--- src/irq_agg_pkg.sv ---
// Purpose: Shared constants for the interrupt flag and enable aggregator
// Assumes: 8-bit register port, one clock, synchronous active-high reset
// Notes:   Offsets are byte addresses on the register port
`default_nettype none
package irq_agg_pkg;
  localparam int ADDR_W = 8;
  localparam int DATA_W = 8;
  localparam int FLAGS_A_W = 7;
  localparam int FLAGS_B_W = 6;

  // Register offsets
  localparam logic [ADDR_W-1:0] ADDR_FLAGS_A = 8'h06;
  localparam logic [ADDR_W-1:0] ADDR_FLAGS_B = 8'h07;
  localparam logic [ADDR_W-1:0] ADDR_ENABLES_A = 8'h08;
  localparam logic [ADDR_W-1:0] ADDR_ENABLES_B = 8'h09;
  localparam logic [ADDR_W-1:0] ADDR_ERRORS = 8'h0A;

  // Reset values
  localparam logic [DATA_W-1:0] RESET_BYTE = 8'h00;

  // Flag register fields
  localparam int BIT_DIR_SET = 7;
  localparam int BIT_GLOBAL_REQUEST = 6;
  localparam int BIT_CARD_DETECT = 5;
  localparam int BIT_HIGH_ALERT = 6;
  localparam int BIT_LOW_ALERT = 5;
  localparam int BIT_COMMAND_END = 4;
  localparam int BIT_TRANSMIT_DONE = 3;
  localparam int BIT_RECEIVE_DONE = 2;
  localparam int BIT_FAULT = 1;
  localparam int BIT_FRAME_START = 0;

  // Enable register fields
  localparam int BIT_PIN_INVERT = 7;
  localparam int BIT_PIN_BOTH_LEVELS = 7;
  localparam int BIT_PIN_OUTPUT_ENABLE = 6;

  // Error bits that raise the fault flag
  localparam logic [DATA_W-1:0] FAULT_SOURCE_MASK = 8'h6B;
endpackage
`default_nettype wire

--- src/flag_bank.sv ---
// Purpose: Sticky flags set by hardware, set or cleared by software write-1
// Assumes: i_write already decoded for this register
// Notes:   A hardware set in the same cycle as a software clear wins
`timescale 1ns/100ps
`default_nettype none
module flag_bank #(
  parameter int WIDTH = 6
) (
  input  wire logic             i_clk,
  input  wire logic             i_rst,
  input  wire logic             i_write,
  input  wire logic             i_dir_set,
  input  wire logic [WIDTH-1:0] i_mask,
  input  wire logic [WIDTH-1:0] i_hw_set,
  output logic      [WIDTH-1:0] o_flags
);
  logic [WIDTH-1:0] flags_reg;
  logic [WIDTH-1:0] sw_set;
  logic [WIDTH-1:0] sw_clear;

  assign sw_set = (i_write && i_dir_set) ? i_mask : '0;
  assign sw_clear = (i_write && !i_dir_set) ? i_mask : '0;

  always_ff @(posedge i_clk)
  begin
    if (i_rst)
    begin
      flags_reg <= '0;
    end
    else
    begin
      flags_reg <= (flags_reg & ~sw_clear) | sw_set | i_hw_set;
    end
  end

  assign o_flags = flags_reg;
endmodule
`default_nettype wire

--- src/irq_pin_driver.sv ---
// Purpose: Drives the interrupt request pin from the global request
// Assumes: Pin enable low sets an open-drain pin to the invert bit: released if set, pulled low if clear
// Notes:   Output enable is active low; pin out and enable are registered
`timescale 1ns/100ps
`default_nettype none
module irq_pin_driver (
  input  wire logic i_clk,
  input  wire logic i_rst,
  input  wire logic i_global,
  input  wire logic i_pin_enable,
  input  wire logic i_invert,
  input  wire logic i_both_levels,
  output logic      o_pin_out,
  output logic      o_pin_oe_n
);
  logic active;
  logic level;

  assign active = i_global && i_pin_enable;
  assign level = active ^ i_invert;

  always_ff @(posedge i_clk)
  begin
    if (i_rst)
    begin
      o_pin_out  <= 1'b0;
      o_pin_oe_n <= 1'b1;
    end
    else if (i_both_levels)
    begin
      o_pin_out  <= level;
      o_pin_oe_n <= 1'b0;
    end
    else
    begin
      // Open drain: pull low only, release for high
      o_pin_out  <= 1'b0;
      o_pin_oe_n <= level;
    end
  end
endmodule
`default_nettype wire

--- src/irq_flag_enable_aggregator.sv ---
// Purpose: Interrupt flag, enable and error registers with pin output
// Assumes: Event inputs are one-cycle pulses synchronous to i_clk
// Notes:   Read data appear in the cycle after the read strobe only
//
// Strobed register access was chosen for this implementation.
`timescale 1ns/100ps
`default_nettype none
module irq_flag_enable_aggregator (
  input  wire logic        i_clk,
  input  wire logic        i_rst,
  input  wire logic [7:0]  i_addr,
  input  wire logic [7:0]  i_wdata,
  input  wire logic        i_wr,
  input  wire logic        i_rd,
  output logic      [7:0]  o_rdata,
  input  wire logic        i_high_alert_event,
  input  wire logic        i_low_alert_event,
  input  wire logic        i_command_self_end,
  input  wire logic        i_command_unknown_start,
  input  wire logic        i_transmit_done_event,
  input  wire logic        i_receive_done_event,
  input  wire logic        i_frame_start_event,
  input  wire logic        i_card_detect_event,
  input  wire logic [4:0]  i_timer_underflow,
  input  wire logic [7:0]  i_error_set,
  input  wire logic [7:0]  i_error_clear,
  output logic             o_global_request,
  output logic             o_irq_pin_out,
  output logic             o_irq_pin_oe_n
);
  ////////////////////////////////////////////////////////////////////////////
  // Decoding
  function automatic logic hit(input logic [7:0] addr, input logic [7:0] offset);
    hit = (addr == offset);
  endfunction

  logic wr_flags_a;
  logic wr_flags_b;
  logic wr_enables_a;
  logic wr_enables_b;

  assign wr_flags_a = i_wr && hit(i_addr, irq_agg_pkg::ADDR_FLAGS_A);
  assign wr_flags_b = i_wr && hit(i_addr, irq_agg_pkg::ADDR_FLAGS_B);
  assign wr_enables_a = i_wr && hit(i_addr, irq_agg_pkg::ADDR_ENABLES_A);
  assign wr_enables_b = i_wr && hit(i_addr, irq_agg_pkg::ADDR_ENABLES_B);

  ////////////////////////////////////////////////////////////////////////////
  // Enable registers
  logic [7:0] enables_a_reg;
  logic [7:0] enables_b_reg;

  always_ff @(posedge i_clk)
  begin
    if (i_rst)
    begin
      enables_a_reg <= irq_agg_pkg::RESET_BYTE;
    end
    else if (wr_enables_a)
    begin
      enables_a_reg <= i_wdata;
    end
  end

  always_ff @(posedge i_clk)
  begin
    if (i_rst)
    begin
      enables_b_reg <= irq_agg_pkg::RESET_BYTE;
    end
    else if (wr_enables_b)
    begin
      enables_b_reg <= i_wdata;
    end
  end

  ////////////////////////////////////////////////////////////////////////////
  // Error register, set wins over clear
  logic [7:0] error_reg;
  logic [7:0] error_next;
  logic       fault_rise;

  assign error_next = (error_reg & ~i_error_clear) | i_error_set;
  assign fault_rise = |(error_next & ~error_reg & irq_agg_pkg::FAULT_SOURCE_MASK);

  always_ff @(posedge i_clk)
  begin
    if (i_rst)
    begin
      error_reg <= irq_agg_pkg::RESET_BYTE;
    end
    else
    begin
      error_reg <= error_next;
    end
  end

  ////////////////////////////////////////////////////////////////////////////
  // Flag banks
  logic [irq_agg_pkg::FLAGS_A_W-1:0] flags_a;
  logic [irq_agg_pkg::FLAGS_B_W-1:0] flags_b;
  logic [irq_agg_pkg::FLAGS_A_W-1:0] hw_set_a;
  logic [irq_agg_pkg::FLAGS_B_W-1:0] hw_set_b;

  always_comb
  begin
    hw_set_a = '0;
    hw_set_a[irq_agg_pkg::BIT_HIGH_ALERT] = i_high_alert_event;
    hw_set_a[irq_agg_pkg::BIT_LOW_ALERT] = i_low_alert_event;
    hw_set_a[irq_agg_pkg::BIT_COMMAND_END] = i_command_self_end || i_command_unknown_start;
    hw_set_a[irq_agg_pkg::BIT_TRANSMIT_DONE] = i_transmit_done_event;
    hw_set_a[irq_agg_pkg::BIT_RECEIVE_DONE] = i_receive_done_event;
    hw_set_a[irq_agg_pkg::BIT_FAULT] = fault_rise;
    hw_set_a[irq_agg_pkg::BIT_FRAME_START] = i_frame_start_event;
  end

  assign hw_set_b = {i_card_detect_event, i_timer_underflow};

  flag_bank #(
    .WIDTH     (irq_agg_pkg::FLAGS_A_W)
  ) u_flags_a (
    .i_clk     (i_clk),
    .i_rst     (i_rst),
    .i_write   (wr_flags_a),
    .i_dir_set (i_wdata[irq_agg_pkg::BIT_DIR_SET]),
    .i_mask    (i_wdata[irq_agg_pkg::FLAGS_A_W-1:0]),
    .i_hw_set  (hw_set_a),
    .o_flags   (flags_a)
  );

  flag_bank #(
    .WIDTH     (irq_agg_pkg::FLAGS_B_W)
  ) u_flags_b (
    .i_clk     (i_clk),
    .i_rst     (i_rst),
    .i_write   (wr_flags_b),
    .i_dir_set (i_wdata[irq_agg_pkg::BIT_DIR_SET]),
    .i_mask    (i_wdata[irq_agg_pkg::FLAGS_B_W-1:0]),
    .i_hw_set  (hw_set_b),
    .o_flags   (flags_b)
  );

  ////////////////////////////////////////////////////////////////////////////
  // Global request
  logic any_enabled;
  logic global_reg;

  assign any_enabled = |(flags_a & enables_a_reg[irq_agg_pkg::FLAGS_A_W-1:0])
                     | |(flags_b & enables_b_reg[irq_agg_pkg::FLAGS_B_W-1:0]);

  always_ff @(posedge i_clk)
  begin
    if (i_rst)
    begin
      global_reg <= 1'b0;
    end
    else
    begin
      global_reg <= any_enabled;
    end
  end

  assign o_global_request = global_reg;

  irq_pin_driver u_pin (
    .i_clk         (i_clk),
    .i_rst         (i_rst),
    .i_global      (global_reg),
    .i_pin_enable  (enables_b_reg[irq_agg_pkg::BIT_PIN_OUTPUT_ENABLE]),
    .i_invert      (enables_a_reg[irq_agg_pkg::BIT_PIN_INVERT]),
    .i_both_levels (enables_b_reg[irq_agg_pkg::BIT_PIN_BOTH_LEVELS]),
    .o_pin_out     (o_irq_pin_out),
    .o_pin_oe_n    (o_irq_pin_oe_n)
  );

  ////////////////////////////////////////////////////////////////////////////
  // Read port; direction bit reads zero
  logic [7:0] rdata_reg;
  logic [7:0] rdata_next;

  always_comb
  begin
    rdata_next = irq_agg_pkg::RESET_BYTE;
    if (hit(i_addr, irq_agg_pkg::ADDR_FLAGS_A))
    begin
      rdata_next[irq_agg_pkg::FLAGS_A_W-1:0] = flags_a;
    end
    else if (hit(i_addr, irq_agg_pkg::ADDR_FLAGS_B))
    begin
      rdata_next[irq_agg_pkg::BIT_GLOBAL_REQUEST] = global_reg;
      rdata_next[irq_agg_pkg::FLAGS_B_W-1:0] = flags_b;
    end
    else if (hit(i_addr, irq_agg_pkg::ADDR_ENABLES_A))
    begin
      rdata_next = enables_a_reg;
    end
    else if (hit(i_addr, irq_agg_pkg::ADDR_ENABLES_B))
    begin
      rdata_next = enables_b_reg;
    end
    else if (hit(i_addr, irq_agg_pkg::ADDR_ERRORS))
    begin
      rdata_next = error_reg;
    end
  end

  always_ff @(posedge i_clk)
  begin
    if (i_rst)
    begin
      rdata_reg <= irq_agg_pkg::RESET_BYTE;
    end
    else
    begin
      rdata_reg <= i_rd ? rdata_next : irq_agg_pkg::RESET_BYTE;
    end
  end

  assign o_rdata = rdata_reg;
endmodule
`default_nettype wire

--- config.mk ---
export PLATFORM = sky130hd
export DESIGN_NAME = irq_flag_enable_aggregator
export DESIGN_NICKNAME = d
export VERILOG_FILES = /design/src/irq_agg_pkg.sv /design/src/flag_bank.sv /design/src/irq_pin_driver.sv /design/src/irq_flag_enable_aggregator.sv
export SDC_FILE = /design/constraint.sdc
export NUM_CORES = 1
export LEC_CHECK = 0
export BUFFER_PORTS_ARGS = -buffer_cell sky130_fd_sc_hd__buf_2
export CAP_MARGIN = 15
export CORE_MARGIN = 2
export CORE_UTILIZATION = 52
export DETAILED_ROUTE_END_ITERATION = 8
export PLACE_DENSITY_LB_ADDON = 0.15
export REMOVE_ABC_BUFFERS = 1
export SKIP_LAST_GASP = 1
export SLEW_MARGIN = 20
export SYNTH_ARGS = -nofsm -noshare
export SYNTH_HDL_FRONTEND = slang
export SYNTH_SLANG_ARGS = --single-unit
--- constraint.sdc ---
create_clock -name i_clk -period 1.62 [get_ports i_clk]
set_input_delay 0.324 -clock i_clk [delete_from_list [all_inputs] [get_ports i_clk]]
set_output_delay 0.324 -clock i_clk [all_outputs]
set_load 0.01 [all_outputs]
==> flow_summary_export.csv <==
group,metric,value,unit
run_status,outcome,"completed",
synth,yosys-top-cells-count,"48 x dfxtp_1, 30 x mux2i_1, 26 x a21oi_1, 26 x nor2_1",
sta,worst_pin_slew,0.380,ns
sta,slew_violations,0,
floorplanning,coreArea,4320,sq um
critical_path,cp-start-kind,"input pin",
synth,synth_most_common_cell,"dfxtp_1",
clock_network,cts_resized,0,
floorplanning,pin_count,60,
synth,synth_ff_type,"dfxtp_1",
global_routing,grt_usage,0.238,
critical_path,critPathSlowestCell,"and2_4",
final_layout,multiInputGateArea,1200,sq um
place,place_congestion,0.915,
routing,wl_per_cell,15.4,um
synth,syn_area_per_cell,9.11,sq um
synth,yosysTopAreaCell,"dfxtp_1",
synth,seq_area_frac_synth,0.417,
clock_network,clockBufferDepth,2,
critical_path,path_max_fanout,18,
sta,fin_crit_sh,0.807,
sta,fin_crit,1.31,ns
global_routing,grt_antenna_before_repair,0,
worst_hold_path,hold_class,"input pin to flop",
final_layout,fin_util,0.642,
global_routing,overflow,0,
synth,synthTopCellsByArea,"dfxtp_1 42%, mux2i_1 13%, a21oi_1 5.6%, nor2_1 4.2%, o21ai_0 3.3%",
clock_network,clock_latency,0.30,ns
job,max-cap-violations,0,
critical_path,cp_num_buf_inv,2,
synth,synth-seq-cells,48,
clock_network,clkSinkCount,48,
routing,viasPerCell,5.70,
critical_path,required,1.86,ns
floorplanning,rows,24,
global_routing,grt_pass1_wl,9380,um
critical_path,crit_chain,"buf_2 -> nor4_4 -> buf_4 -> and2_4 -> a41oi_1 -> a21oi_1",
floorplanning,die_w,70.6,um
synth,synth-edff-count,0,
floorplanning,start_util,0.533,
clock_network,clk_pin_slew,0.08,ns
power_and_ir_drop,power.density,883,nW/um^2
routing,drt_first_pass_iters,5,
routing,drt_iter0_drc,118,
synth,yosys.area.top_type_share,0.417,
final_layout,diodes,0,
final_layout,nets,363,
floorplanning,chipHeight,70.6,um
clock_network,cts_setup_buffers,0,
clock_network,cts_made_buffers,5,
clock_network,htreeDepth,2,
power_and_ir_drop,p_leak,1.29,nW
global_routing,grt_start_max_net_pins,25,
clock_network,hold_buffers,0,
sta,hold_viol,0,
routing,vias,2093,
critical_path,path_delay_family,"simple AND/OR/NAND/NOR gates",
sta,rsz0062_at_grt,"false",
sta,slew_headroom,0.746,
final_layout,final.fill_count,391,
sta,tns,0,ns
synth,synthCells,253,
sta,finalSetupViolCount,0,
synth,synth-warning-count,0,
final_layout,regArea,961,sq um
routing,drc,0,
routing,drt-total-wl,5670,um
synth,syn_area,2310,sq um
critical_path,slowest_delay,0.31,ns
clock_network,cts_tree,"yes",
final_layout,areaGrowthSynthToFinish,20.4,%
power_and_ir_drop,ir_drop,511,uV
sta,clock.fmax,0.765,GHz
clock_network,cts-root-buf,"clkbuf_8",
critical_path,arrival,1.54,ns
place,place_hpwl,4330,um
sta,skew,0.00430,ns
floorplanning,dieArea,4980,sq um
final_layout,layout-drive-gt1-share,0.276,
critical_path,cp-end-kind,"flop",
critical_path,crit_type,"input pin to flop",
place,port_buffers,59,
routing,ant_nets,0,
global_routing,grt_pass1_vias,1958,
synth,ys_types,40,
synth,ys_async_sr_fraction,0,
-- stage by stage --
stage / area (sq um) / hold slack [ns] / total power, W / setup WS [ns] / instances
2_1_floorplan: 2200 / 0.393 / 0.00138 / 0.0227 / 236
3_3_place_gp: 2650 / 0.483 / 0.00154 / 0.0239 / 359
3_5_place_dp: 2650 / 0.487 / 0.00154 / 0.0139 / 359
4_1_cts: 2780 / 0.225 / 0.00246 / 0.322 / 367
5_1_grt: 2780 / 0.234 / 0.00255 / 0.201 / 367
6_report: 2780 / 0.225 / 0.00245 / 0.313 / 367
-- power by group --
part | switching, W | internal (W)
Combinational | 0.000140 | 0.000122
Clock | 0.000389 | 0.000545
Sequential | 0.0000369 | 0.00122
-- routing by layer --
layer | share of wire | routed length (um) | track usage
met5 | 0 | 0 | 0
met4 | 0.024 | 136 | 0.0985
met3 | 0.059 | 334 | 0.0556
met2 | 0.44 | 2510 | 0.368
met1 | 0.48 | 2690 | 0.324
-- final timing paths --
path                                            from  depth (start not counted)                    to  slack (ns)
worst max register to register  u_flags_a.o_flags[4]                          4      o_global_request        0.50
worst min-delay path                  i_error_set[4]                          3          error_reg[4]        0.22
worst max-delay path                       i_addr[7]                          6  u_flags_b.o_flags[3]        0.31
worst min register to register          error_reg[4]                          2          error_reg[4]        0.50
-- cells by family after synthesis --
family                 count (synthesis)  share of synthesized area
flip-flops                            48                      0.417
multiplexers                          30                      0.130
buffers and inverters                 26                     0.0608
AND/OR/NAND/NOR                       72                      0.163
XOR/XNOR                               1                    0.00380
AO/OA/AOI/OAI                         76                      0.225
-- cell usage in the layout, fill, tap and decap left out, drive strengths merged, types with 3 or more instances in the layout --
cell,instances
nor2b,5
nand2,15
nand3,3
a41oi,11
o21ai,15
inv,9
a211oi,4
mux2i,30
clkbuf,7
a22o,5
nand2b,7
nor2,26
a21oi,26
dfxtp,48
buf,71
nor3,5
-- tightest hold or removal path, stage by stage --
cell     delay [ns]
buf_2          0.08
a21oi_1        0.03
nor2_1         0.06
-- cell type report --
type,instances,area share
Inverter,9,0.0122
Timing Repair Buffer,71,0.139
Tap cell,52,0.0234
Clock buffer,7,0.0347
Sequential cell,48,0.346
Multi-Input combinational cell,179,0.434
Clock inverter,1,0.0108
No activity file was read; power rests on OpenSTA's default activity.
